<file path="config.mk">
export PLATFORM = sky130hd
export DESIGN_NAME = debug_port_signalling
export DESIGN_NICKNAME = d
export VERILOG_FILES = /design/src/hdl/dbg_port_pkg.sv /design/src/hdl/debug_port_signalling.sv
export VERILOG_INCLUDE_DIRS = /design/src /design/src/hdl
export SDC_FILE = /design/constraint.sdc
export NUM_CORES = 1
export LEC_CHECK = 0
export BUFFER_PORTS_ARGS = -buffer_cell sky130_fd_sc_hd__clkbuf_2
export CORE_MARGIN = 3
export CORE_UTILIZATION = 40
export DETAILED_ROUTE_END_ITERATION = 7
export MAX_ROUTING_LAYER = met4
export PLACE_DENSITY = 0.65
export SYNTH_ARGS = -nofsm -noshare
export SYNTH_HDL_FRONTEND = slang
export SYNTH_SLANG_ARGS = --single-unit
</file>
<file path="constraint.sdc">
create_clock -name MCLK_I -period 1.6 [get_ports MCLK_I]
set_input_delay 0.08 -clock MCLK_I [delete_from_list [all_inputs] [get_ports MCLK_I]]
set_output_delay 0.08 -clock MCLK_I [all_outputs]
set_load 0.03 [all_outputs]
</file>
<file path="src/hdl/dbg_port_defs.svh">
// Constants for the debug port signalling block
`ifndef DBG_PORT_DEFS_SVH
`define DBG_PORT_DEFS_SVH

// Instruction register
`define IR_LEN        4
`define IR_BYPASS     4'hF
`define IR_STATUS     4'h8
`define IR_CAPTURE    4'h1

// Processor status codes
`define PST_CONTINUE  4'h0
`define PST_ONE_INSN  4'h1
`define PST_RSVD_A    4'h2
`define PST_USER_MODE 4'h3
`define PST_DATA_WR   4'h4
`define PST_BRANCH    4'h5
`define PST_RSVD_B    4'h6
`define PST_RET_EXC   4'h7
`define PST_XFER_BASE 4'h8
`define PST_EXCEPTION 4'hC
`define PST_RSVD_C    4'hD
`define PST_STOPPED   4'hE
`define PST_HALTED    4'hF

// Synchronised pin vector layout
`define SYNC_W        9
`define PIN_TCK       0
`define PIN_TMS       1
`define PIN_TDI       2
`define PIN_TRST_N    3
`define PIN_DEBUG_SERIAL_CLOCK     4
`define PIN_DSI       5
`define PIN_BREAKPOINT_REQUEST      6
`define PIN_SEL       7
`define PIN_REDUCED   8

`endif

</file>
<file path="src/hdl/dbg_port_pkg.sv">
// Types for the debug port signalling block
package dbg_port_pkg;

  // Test controller states
  typedef enum logic [3:0] {
    TLR, RTI, SEL_DR, CAP_DR, SH_DR, EX1_DR, PA_DR, EX2_DR, UPD_DR,
    SEL_IR, CAP_IR, SH_IR, EX1_IR, PA_IR, EX2_IR, UPD_IR
  } tap_state_t;

  // Core request to put bytes on the debug data nibble
  typedef struct packed {
    logic        valid;
    logic [1:0]  bytes_m1;
    logic [31:0] data;
  } xfer_req_t;

  // Whole state of the block
  typedef struct packed {
    logic [8:0]  s1;
    logic [8:0]  s2;
    logic [8:0]  s3;
    tap_state_t  tap;
    logic [3:0]  ir;
    logic [3:0]  ir_sh;
    logic [3:0]  dr_sh;
    logic        tdo;
    logic        tdo_oe;
    logic [7:0]  rx_sh;
    logic [2:0]  rx_cnt;
    logic        rx_pend;
    logic [7:0]  tx_sh;
    logic        debug_serial_out;
    logic [7:0]  head;
    logic        head_v;
    logic [7:0]  spare;
    logic        spare_v;
    logic        brk;
    logic        pclk;
    logic [3:0]  pst;
    logic [3:0]  pst_pin;
    logic [3:0]  dd_pin;
    logic        halted;
    logic [31:0] xdata;
    logic [3:0]  nib_left;
    logic        xrdy;
  } state_t;

endpackage

</file>
<file path="src/hdl/debug_port_signalling.sv">
// Debug port pin logic: boundary-scan port, serial debug port, status outputs
`timescale 1ns/1ps
`include "dbg_port_defs.svh"

module debug_port_signalling (
  input  wire logic                   MCLK_I,
  input  wire logic                   NRST_I,
  input  wire logic                   PORT_SEL_I,
  input  wire logic                   REDUCED_PKG_I,
  input  wire logic                   TEST_RST_N_I,
  input  wire logic                   TEST_CLOCK_I,
  input  wire logic                   TMS_I,
  input  wire logic                   TDI_I,
  output logic                        TDO_O,
  output logic                        TDO_OE_O,
  input  wire logic                   DEBUG_SERIAL_CLOCK_I,
  input  wire logic                   DEBUG_SERIAL_IN_I,
  output logic                        DEBUG_SERIAL_OUT_O,
  input  wire logic                   BREAKPOINT_REQUEST_I,
  output logic                        BRK_REQ_O,
  output logic [7:0]                  CMD_BYTE_O,
  output logic                        CMD_VALID_O,
  input  wire logic                   CMD_READY_I,
  input  wire logic [7:0]             RESP_BYTE_I,
  input  wire logic                   RESP_LOAD_I,
  input  wire logic [3:0]             CORE_STATUS_I,
  input  wire dbg_port_pkg::xfer_req_t CORE_XFER_I,
  output logic                        CORE_XFER_READY_O,
  output logic                        STATUS_CLOCK_O,
  output logic [3:0]                  PROCESSOR_STATUS_CODE_O,
  output logic [3:0]                  DEBUG_DATA_NIBBLE_O,
  output logic                        HALTED_INDICATOR_O
);

  //--------------------------------------------------------------------
  // Helper functions
  //--------------------------------------------------------------------

  // Test controller next state from TMS
  // Kept as one table so the sixteen states and their transitions read in a single block
  function automatic dbg_port_pkg::tap_state_t tap_next(
    input dbg_port_pkg::tap_state_t s,
    input logic                     tms
  );
    case (s)
      dbg_port_pkg::TLR:    tap_next = tms ? dbg_port_pkg::TLR    : dbg_port_pkg::RTI;
      dbg_port_pkg::RTI:    tap_next = tms ? dbg_port_pkg::SEL_DR : dbg_port_pkg::RTI;
      dbg_port_pkg::SEL_DR: tap_next = tms ? dbg_port_pkg::SEL_IR : dbg_port_pkg::CAP_DR;
      dbg_port_pkg::CAP_DR: tap_next = tms ? dbg_port_pkg::EX1_DR : dbg_port_pkg::SH_DR;
      dbg_port_pkg::SH_DR:  tap_next = tms ? dbg_port_pkg::EX1_DR : dbg_port_pkg::SH_DR;
      dbg_port_pkg::EX1_DR: tap_next = tms ? dbg_port_pkg::UPD_DR : dbg_port_pkg::PA_DR;
      dbg_port_pkg::PA_DR:  tap_next = tms ? dbg_port_pkg::EX2_DR : dbg_port_pkg::PA_DR;
      dbg_port_pkg::EX2_DR: tap_next = tms ? dbg_port_pkg::UPD_DR : dbg_port_pkg::SH_DR;
      dbg_port_pkg::UPD_DR: tap_next = tms ? dbg_port_pkg::SEL_DR : dbg_port_pkg::RTI;
      dbg_port_pkg::SEL_IR: tap_next = tms ? dbg_port_pkg::TLR    : dbg_port_pkg::CAP_IR;
      dbg_port_pkg::CAP_IR: tap_next = tms ? dbg_port_pkg::EX1_IR : dbg_port_pkg::SH_IR;
      dbg_port_pkg::SH_IR:  tap_next = tms ? dbg_port_pkg::EX1_IR : dbg_port_pkg::SH_IR;
      dbg_port_pkg::EX1_IR: tap_next = tms ? dbg_port_pkg::UPD_IR : dbg_port_pkg::PA_IR;
      dbg_port_pkg::PA_IR:  tap_next = tms ? dbg_port_pkg::EX2_IR : dbg_port_pkg::PA_IR;
      dbg_port_pkg::EX2_IR: tap_next = tms ? dbg_port_pkg::UPD_IR : dbg_port_pkg::SH_IR;
      dbg_port_pkg::UPD_IR: tap_next = tms ? dbg_port_pkg::SEL_DR : dbg_port_pkg::RTI;
      default:              tap_next = dbg_port_pkg::TLR;
    endcase
  endfunction

  // Reserved codes fold to continue so decoders never see them
  // Folding to continue is safe: it only says the core keeps running
  function automatic logic [3:0] status_map(input logic [3:0] c);
    case (c)
      `PST_RSVD_A, `PST_RSVD_B, `PST_RSVD_C: status_map = `PST_CONTINUE;
      default:                               status_map = c;
    endcase
  endfunction

  //--------------------------------------------------------------------
  // State
  //--------------------------------------------------------------------

  dbg_port_pkg::state_t st_q;
  dbg_port_pkg::state_t st_d;

  // Combinational signals derived from the input pins, the registered state and CMD_READY_I
  logic [8:0] pins;
  logic       sel;
  logic       tck_rise;
  logic       tck_fall;
  logic       ds_rise;
  logic       ds_fall;
  logic       bk_rise;
  logic       pop;
  logic       push;

  // Pin vector into the synchroniser
  // Every pin here is asynchronous to the processor clock, so all of them
  // pass the same two stages and keep their relative timing
  assign pins = {REDUCED_PKG_I, PORT_SEL_I, BREAKPOINT_REQUEST_I, DEBUG_SERIAL_IN_I,
                 DEBUG_SERIAL_CLOCK_I, TEST_RST_N_I, TDI_I, TMS_I, TEST_CLOCK_I};

  // Edges seen on the second and third stages only
  // Limitation: each link clock level must last at least one processor clock,
  // or an edge is lost
  assign sel      = st_q.s2[`PIN_SEL];
  assign tck_rise = st_q.s2[`PIN_TCK] & ~st_q.s3[`PIN_TCK];
  assign tck_fall = ~st_q.s2[`PIN_TCK] & st_q.s3[`PIN_TCK];
  assign ds_rise  = st_q.s2[`PIN_DEBUG_SERIAL_CLOCK] & ~st_q.s3[`PIN_DEBUG_SERIAL_CLOCK];
  assign ds_fall  = ~st_q.s2[`PIN_DEBUG_SERIAL_CLOCK] & st_q.s3[`PIN_DEBUG_SERIAL_CLOCK];
  assign bk_rise  = st_q.s2[`PIN_BREAKPOINT_REQUEST] & ~st_q.s3[`PIN_BREAKPOINT_REQUEST];

  // Two-entry command buffer handshake
  // Push moves a finished byte in only while the spare slot is free
  assign pop  = st_q.head_v & CMD_READY_I;
  assign push = st_q.rx_pend & ~st_q.spare_v;

  //--------------------------------------------------------------------
  // Next-state logic
  //--------------------------------------------------------------------

  always_comb begin
    st_d = st_q;

    // Two-stage pin synchroniser
    // The third stage only serves edge detection; logic reads stage two
    st_d.s1 = pins;
    st_d.s2 = st_q.s1;
    st_d.s3 = st_q.s2;

    // Reset without test clock edge
    // Held in reset while deselected too, so a mode switch starts clean
    if (!st_q.s2[`PIN_TRST_N] || !sel) begin
      st_d.tap    = dbg_port_pkg::TLR;
      st_d.ir     = `IR_BYPASS;
      st_d.tdo_oe = 1'b0;
    end else begin
      if (tck_rise) begin
        case (st_q.tap)
          dbg_port_pkg::TLR:    st_d.ir = `IR_BYPASS;
          dbg_port_pkg::CAP_IR: st_d.ir_sh = `IR_CAPTURE;
          dbg_port_pkg::SH_IR:  st_d.ir_sh = {st_q.s2[`PIN_TDI], st_q.ir_sh[3:1]};
          dbg_port_pkg::UPD_IR: st_d.ir = st_q.ir_sh;
          dbg_port_pkg::CAP_DR: st_d.dr_sh = (st_q.ir == `IR_STATUS) ? st_q.pst : 4'h0;
          dbg_port_pkg::SH_DR: begin
            if (st_q.ir == `IR_STATUS) begin
              st_d.dr_sh = {st_q.s2[`PIN_TDI], st_q.dr_sh[3:1]};
            end else begin
              st_d.dr_sh = {3'h0, st_q.s2[`PIN_TDI]};
            end
          end
          default: st_d.ir = st_q.ir;
        endcase
        st_d.tap = tap_next(st_q.tap, st_q.s2[`PIN_TMS]);
      end
      if (tck_fall) begin
        // TDO moves on fall only
        // Half a test clock of setup before the tester samples at the rise
        st_d.tdo = (st_q.tap == dbg_port_pkg::SH_IR) ? st_q.ir_sh[0] : st_q.dr_sh[0];
        st_d.tdo_oe = (st_q.tap == dbg_port_pkg::SH_IR) ||
                      (st_q.tap == dbg_port_pkg::SH_DR);
      end
    end

    // Serial bits clocked by the host
    if (!sel && ds_rise && !st_q.rx_pend) begin
      st_d.rx_sh  = {st_q.rx_sh[6:0], st_q.s2[`PIN_DSI]};
      st_d.rx_cnt = st_q.rx_cnt + 3'h1;
      if (st_q.rx_cnt == 3'h7) begin
        st_d.rx_pend = 1'b1;
      end
    end
    // Partial byte dropped when scan takes the pins
    if (sel) begin
      st_d.rx_cnt = 3'h0;
    end

    if (RESP_LOAD_I) begin
      st_d.tx_sh = RESP_BYTE_I;
    end else if (!sel && ds_fall) begin
      // A full buffer answers ones so the host retries
      st_d.debug_serial_out   = st_q.rx_pend ? 1'b1 : st_q.tx_sh[7];
      st_d.tx_sh = st_q.rx_pend ? st_q.tx_sh : {st_q.tx_sh[6:0], 1'b0};
    end

    // Command buffer: head feeds the port, spare absorbs one stall
    // A third byte waits in the receive shifter; a fourth is refused
    if (push) begin
      st_d.rx_pend = 1'b0;
    end
    if (pop) begin
      if (st_q.spare_v) begin
        st_d.head    = st_q.spare;
        st_d.spare_v = 1'b0;
      end else begin
        st_d.head_v = push;
        st_d.head   = st_q.rx_sh;
      end
    end else if (push) begin
      if (!st_q.head_v) begin
        st_d.head   = st_q.rx_sh;
        st_d.head_v = 1'b1;
      end else begin
        st_d.spare   = st_q.rx_sh;
        st_d.spare_v = 1'b1;
      end
    end

    // Breakpoint edge to core
    // One-cycle pulse; a held request does not repeat
    st_d.brk = !sel && bk_rise;

    // Status clock, half processor rate
    // Free-running, so the host can lock to it between transfers
    st_d.pclk = ~st_q.pclk;

    // Outputs move as the status clock falls, stable at its rise
    if (st_q.pclk) begin
      st_d.pst = status_map(CORE_STATUS_I);
      if (st_q.nib_left != 4'h0) begin
        st_d.dd_pin   = st_q.xdata[3:0];
        st_d.xdata    = {4'h0, st_q.xdata[31:4]};
        st_d.nib_left = st_q.nib_left - 4'h1;
      end else if (CORE_XFER_I.valid && st_q.xrdy) begin
        // Announce transfer length
        // Announcing code replaces core status in this slot
        st_d.pst      = `PST_XFER_BASE | {2'b00, CORE_XFER_I.bytes_m1};
        st_d.xdata    = CORE_XFER_I.data;
        st_d.nib_left = {1'b0, CORE_XFER_I.bytes_m1, 1'b0} + 4'h2;
        st_d.dd_pin   = 4'h0;
      end else begin
        // Idle nibble reads zero
        st_d.dd_pin = 4'h0;
      end
    end

    // Ready only in an update cycle with nothing queued, so a request is
    // taken in the very cycle that writes its announcing code
    // Trade-off: the core may wait one cycle for a slot, longer while an earlier transfer's nibbles are still going out
    st_d.xrdy = st_d.pclk && (st_d.nib_left == 4'h0);

    // Reduced package collapses status pins
    // Pins move only in update cycles, so a strap change never makes a
    // glitch between two status clock falls
    if (st_q.pclk) begin
      if (st_q.s2[`PIN_REDUCED]) begin
        st_d.halted  = &st_d.pst;
        st_d.pst_pin = 4'h0;
        st_d.dd_pin  = 4'h0;
      end else begin
        st_d.halted  = 1'b0;
        st_d.pst_pin = st_d.pst;
      end
    end
  end

  //--------------------------------------------------------------------
  // State register
  //--------------------------------------------------------------------

  // Synchronous reset; an enum zero puts the controller in reset
  // Zero also parks the synchroniser, so the pins read idle for two cycles
  always_ff @(posedge MCLK_I) begin
    if (!NRST_I) begin
      st_q <= '0;
    end else begin
      st_q <= st_d;
    end
  end

  //--------------------------------------------------------------------
  // Outputs
  //--------------------------------------------------------------------

  // All straight from state flops
  // No gate sits between a flop and a pin, so the host sees clean edges
  assign TDO_O                   = st_q.tdo;
  assign TDO_OE_O                = st_q.tdo_oe;
  assign DEBUG_SERIAL_OUT_O      = st_q.debug_serial_out;
  assign BRK_REQ_O               = st_q.brk;
  assign CMD_BYTE_O              = st_q.head;
  assign CMD_VALID_O             = st_q.head_v;
  assign CORE_XFER_READY_O       = st_q.xrdy;
  assign STATUS_CLOCK_O          = st_q.pclk;
  assign PROCESSOR_STATUS_CODE_O = st_q.pst_pin;
  assign DEBUG_DATA_NIBBLE_O     = st_q.dd_pin;
  assign HALTED_INDICATOR_O      = st_q.halted;

endmodule

</file>
Word level (Yosys, flattened, before mapping)
Index checks and enable logic that the tools add are counted.
{ "op_classes": {"n_addsub": 3, "n_mul": 0, "div_mod_pow": 0, "magnitude_cmp": 0, "n_eq_ne": 23, "shifts": 0, "mux": 44, "bitwise_logic": 18, "reduce_logical": 42} }
{ "op_table": {"columns": ["op", "count"], "rows": [
  ["36-bit 2-to-1 mux", 2],
  ["4-bit 2-to-1 mux", 16],
  ["4-bit case mux with 12 select lines", 1],
  ["4-bit == test (second input constant)", 10],
  ["9-bit 2-to-1 mux", 4],
  ["8-bit 2-to-1 mux", 3],
  ["4-bit case mux with 2 select lines", 3],
  ["4-bit by 3-bit == test with 1-bit output (second input constant)", 5],
  ["18-bit 2-to-1 mux", 1],
  ["2-bit AND reduction", 9],
  ["4-bit by 2-bit == test with 1-bit output (second input constant)", 3],
  ["12-bit 2-to-1 mux", 1],
  ["2-bit nonzero test", 6],
  ["2-bit OR reduction", 6],
  ["1-bit NOT", 11],
  ["3-bit AND reduction", 3],
  ["4-bit zero test", 2],
  ["1-bit AND", 7],
  ["1-bit 2-to-1 mux", 7],
  ["1-bit logical AND", 6],
  ["2-bit 2-to-1 mux", 3],
  ["3-bit 2-to-1 mux", 2],
  ["3-bit OR reduction", 2],
  ["5-bit 2-to-1 mux", 1],
  ["12 further kinds", 16]
]} }
{ "totals": {"register_bits": 134, "latchBits": 0, "ramBits": 0, "rom_bits": 0, "inputBits": 60, "out_inout_bits": 24, "elab_cells": 157, "mem_count": 0} }

Logic depth before layout (Yosys ltp)
{ "logic_depth": {"ltp_word": 9, "mapped_depth": 8, "mapped_depth_nobuf": 6} }

Worst setup path before layout
No wires, ideal clock.
{ "synth_timing": {"kind": "register -> register", "from": "register st_q[1] in the netlist's numbering", "to": "register st_q[10] in the netlist's numbering", "setup_ns": 0.132, "arrival_ns": 1.585, "required_time_ns": 1.468, "path_slack_ns": -0.117, "stages_incl_launch_ff": 8, "n_path_buf": 2, "period_less_slack_ns": 1.717, "path_cell_list": "dfxtp_1 -> inv_1 -> ha_1 -> or3b_1 -> buf_2 -> clkbuf_1 -> a221oi_1 -> nor3_1"} }
{ "synth_via": {"elab_chain_len": 3, "elab_cells_between_ends": 4, "classes_between": "mux (1); reduce/logical (3)"} }
{ "synth_rtl": {"columns": ["item", "line", "source"], "rows": [
  ["from (decl)", "debug_port_signalling.sv:79", "dbg_port_pkg::state_t st_q;"],
  ["from (signal assigned)", "debug_port_signalling.sv:263", "st_q <= st_d;"],
  ["4-bit nonzero test (*)", "debug_port_signalling.sv:216", "if (st_q.nib_left != 4'h0) begin"],
  ["2-bit nonzero test (no line)", null, null],
  ["2-bit AND reduction (no line)", null, null]
]} }
Mark *: on every way between the ends. The rest lies on a longest branch, timed or not.
A chain may end at the register's enable or synchronous reset.

Worst setup path in the final report
{ "layout_timing": {"from": "register st_q[2] in the netlist's numbering", "to": "register st_q[23] in the netlist's numbering"} }
The elaborated chain is that of the path after synthesis.

==> metrics.txt <==
via count=4,930; Hold Path End=st_q[9]; Worst Hold Path Cells=3; Req. time, crit path=1920 ps; Die ar.=0.01502 sq mm; total negative slack=-3502 ps; violated checks=setup timing; Sw Pwr=2.249 mW; largest family of logic cells by synthesized area=simple AND/OR/NAND/NOR gates; Core ar.=0.01293 sq mm; Post-DP Area=~0.0063 sq mm; post-synthesis simple-gate area fraction=between 20% and 30%; initial antenna violation count=0; CP bufs+invs=3; Starting Density=a little over two fifths; final setup vio count=40; Max Cap Viol=0; largest net degree at the start of global routing=72; Clock Skew=4.258 ps; slack of the critical path=-139.9 ps; Clock Tree Root=clkbuf_16; Post-Synth Adder-Cell Area=less than 1%; HPWL after DPL=8718 um; Die Span Y=122.5 um; Reg-to-Reg Start=st_q[2]; fin. max-slew vios=0; CP Cell Sequence=inv_2 > ha_4 > or3b_1 > buf_6 > nor2_4 > buf_12 > a221oi_2 > nor3_1; R2R setup slack=-140 ps; slew at the pin with the worst max-slew slack=between 400 and 500 ps; GRT Total Usage=18.95%; Comb pwr share=14.3%; global-route wire length before repair=22,260 um; initial DRC count=409; syn nets=approximately 670; DRC viols=0; # rows=41; Max stage delay on crit path=350 ps; Die X=122.5 um; Main synth FF type=dfxtp_1; Layout area overhead=38.69%; final instance area=0.007535 sq mm; Async SR Flop Fraction=0%; register share of total power=approximately two fifths; diode count=0; sequential area share after synthesis=47.90%; Clk pwr share=46.1%; Int Pwr=between 6 and 7 mW; final hold vios=0; Cell Area, Synth=between 0.005 and 0.006 sq mm; Setup crit start kind=flip-flop; slew margin rel.=71.54%; Synth Warn #=0; Via-to-Cell Ratio=5.278; Max Buffers Root-to-Sink=2; gpl congestion=0.7913; Final period util=108.7%; sw frac=roughly a quarter; Yosys cell types=60; port bufs=83; Placed Cells=846; syn_area_per_cell=8.935 sq um; Nets=813; complex-gate fraction of the synthesized area=18.98%; Sink Count=130; FF-to-FF End=st_q[23]; layout cells sized above 1=29.27%; Mapped Cells=slightly above 600; CP delay by family, top=simple AND/OR/NAND/NOR gates; Post-synth EDFFs=0; TritonRoute pass-1 iters=6; hold crit path type=input port to flip-flop; worst hold path startpoint=CORE_XFER_I[4]; CTS buffer count=17; LEAKAGE=~3.0 nW; WL final=13,620 um; R2R depth=8; final antenna-violating net count=0; minimum clock period=1740 ps; Ports=84; Layout Cells excl Fill=between 900 and 1,000; htree depth=4; vias in the first global route=4,639; wire length per cell=14.58 um; clock latency on the worst-skew pair=410 ps; FMAX=574.7 MHz; crit-path max FO=17; Crit. End Element=flip-flop; CP max stage cell=or3b_1; Max rail drop VDD=between 0.0007 and 0.0008 V; grt total ovfl=0; status=finished, violations left; RSZ-0062 raised after global routing=true; flop and latch count out of synthesis=130; xor/xnor share of the synthesized area=0.3224%; Worst-path clk slew=50 ps; worst endpoint data arrival time=2060 ps; post-synthesis mux area share=2.672%; CTS tree=yes; WS Path Type=flip-flop to flip-flop; pwr dens=1179 mW/mm^2
==> registers in the layout, summed over array words and instances (netlist names) <==
name	count
TDO_O	1
DEBUG_DATA_NIBBLE_O	4
PROCESSOR_STATUS_CODE_O	4
st_q	88
st_d	17
CORE_XFER_READY_O	1
STATUS_CLOCK_O	1
sel	1
CMD_BYTE_O	8
HALTED_INDICATOR_O	1
TDO_OE_O	1
BRK_REQ_O	1
DEBUG_SERIAL_OUT_O	1
CMD_VALID_O	1
==> worst min-delay path, cell delays in order <==
cell,delay (ps)
clkbuf_2,90
a221oi_2,60
nor3_1,150
==> layout make-up <==
type | instances | area (sq um)
clock buffer | 17 | 425.4
clock inverter | 15 | 207.7
fill | 1118 | 5393
inverter | 15 | 56.30
multi-input combinational | 401 | 2620
sequential | 130 | 2611
tap | 172 | 215.2
timing repair buffer | 184 | 1399
==> worst max path at each step <==
stage                 start                  to  slack (ps)  cells after the start
global placement    st_q[2]  HALTED_INDICATOR_O         -90                      7
finish              st_q[2]            st_q[23]        -140                      8
floorplan           st_q[2]             st_q[9]         -40                      8
global route        st_q[2]            st_q[10]        -210                      8
detailed placement  st_q[2]            st_q[28]        -130                      8
CTS                 st_q[2]  HALTED_INDICATOR_O        -130                      7
==> metrics by stage <==
stage,hold slack (ps),worst slack (ps),total power [mW],util [%]
CTS,2.819,-125.3,8.876,57.54
global route,35.16,-208.3,9.237,58.28
finish,22.88,-139.9,8.880,58.28
global placement,288.1,-85.91,4.633,48.58
floorplan,207.3,-40.89,4.336,-
detailed placement,289.6,-133.1,4.662,48.58
==> cell usage after synthesis (all sizes together), types with 3 or more instances <==
cell | n | area share [%]
dfxtp | 130 | 48
nor2 | 76 | 5.4
a21oi | 46 | 4.3
nand2 | 46 | 3.2
nor3 | 36 | 3.3
buf | 34 | 4.1
a221oi | 31 | 5.0
clkbuf | 28 | 1.9
and2 | 22 | 2.5
inv | 15 | 1.0
nand3 | 14 | 1.3
nand2b | 12 | 1.4
mux2i | 10 | 1.8
o21ai | 10 | 1.1
a222oi | 7 | 1.3
nor3b | 6 | 0.83
a211o | 5 | 0.81
a22oi | 5 | 0.69
o221a | 5 | 1.0
a211oi | 4 | 0.55
a311oi | 4 | 0.64
a32oi | 4 | 0.64
ha | 4 | 0.92
mux2 | 4 | 0.83
nand3b | 4 | 0.55
nor2b | 4 | 0.46
nor4b | 4 | 0.92
a31oi | 3 | 0.35
o211ai | 3 | 0.41
or3b | 3 | 0.48
==> power by group through the flow <==
stage / clock, mW / combinational, mW / sequential [mW]
finish: 4.09 / 1.27 / 3.52
global route: 4.32 / 1.39 / 3.53
CTS: 4.16 / 1.21 / 3.51
detailed placement: 0 / 1.08 / 3.58
global placement: 0 / 1.06 / 3.58
floorplan: 0 / 0.767 / 3.57
==> repair_timing <==
action	in CTS	in global routing
pin swaps	3	5
hold endpoints to repair	49	1
setup endpoints to repair	44	57
gates resized for setup	2	16
gates cloned	0	1
setup buffers	4	2
hold buffers	49	1
==> cells in the final DEF, fill, tap and decap left out, types with 18 or more instances in the layout <==
master | netlist | final
and2_1 | 22 | 22
nand2_1 | 46 | 45
nor3_1 | 36 | 35
a221oi_2 | 0 | 20
buf_4 | 20 | 42
a21oi_1 | 45 | 43
clkbuf_16 | 0 | 18
dfxtp_1 | 130 | 123
nor2_1 | 75 | 74
clkbuf_2 | 0 | 83
dlygate4sd3_1 | 0 | 50
==> metal layers <==
| metal | track usage (%) | routed length (um) | vias to the layer above |
|---|---|---|---|
| met5 | - | 0 | - |
| met4 | 7.908 | 306 | 0 |
| met3 | 3.687 | 519 | 23 |
| met2 | 29.75 | 6678 | 126 |
| met1 | 23.98 | 6115 | 2316 |
| li1 | - | - | 2465 |
==> cell families after synthesis <==
logic type	Yosys count
simple gates	240
flops	130
fa+ha+maj	4
mux	14
buf+inv	77
compound gates	141
xor+xnor	2
Power figures use the tool's default switching activity.
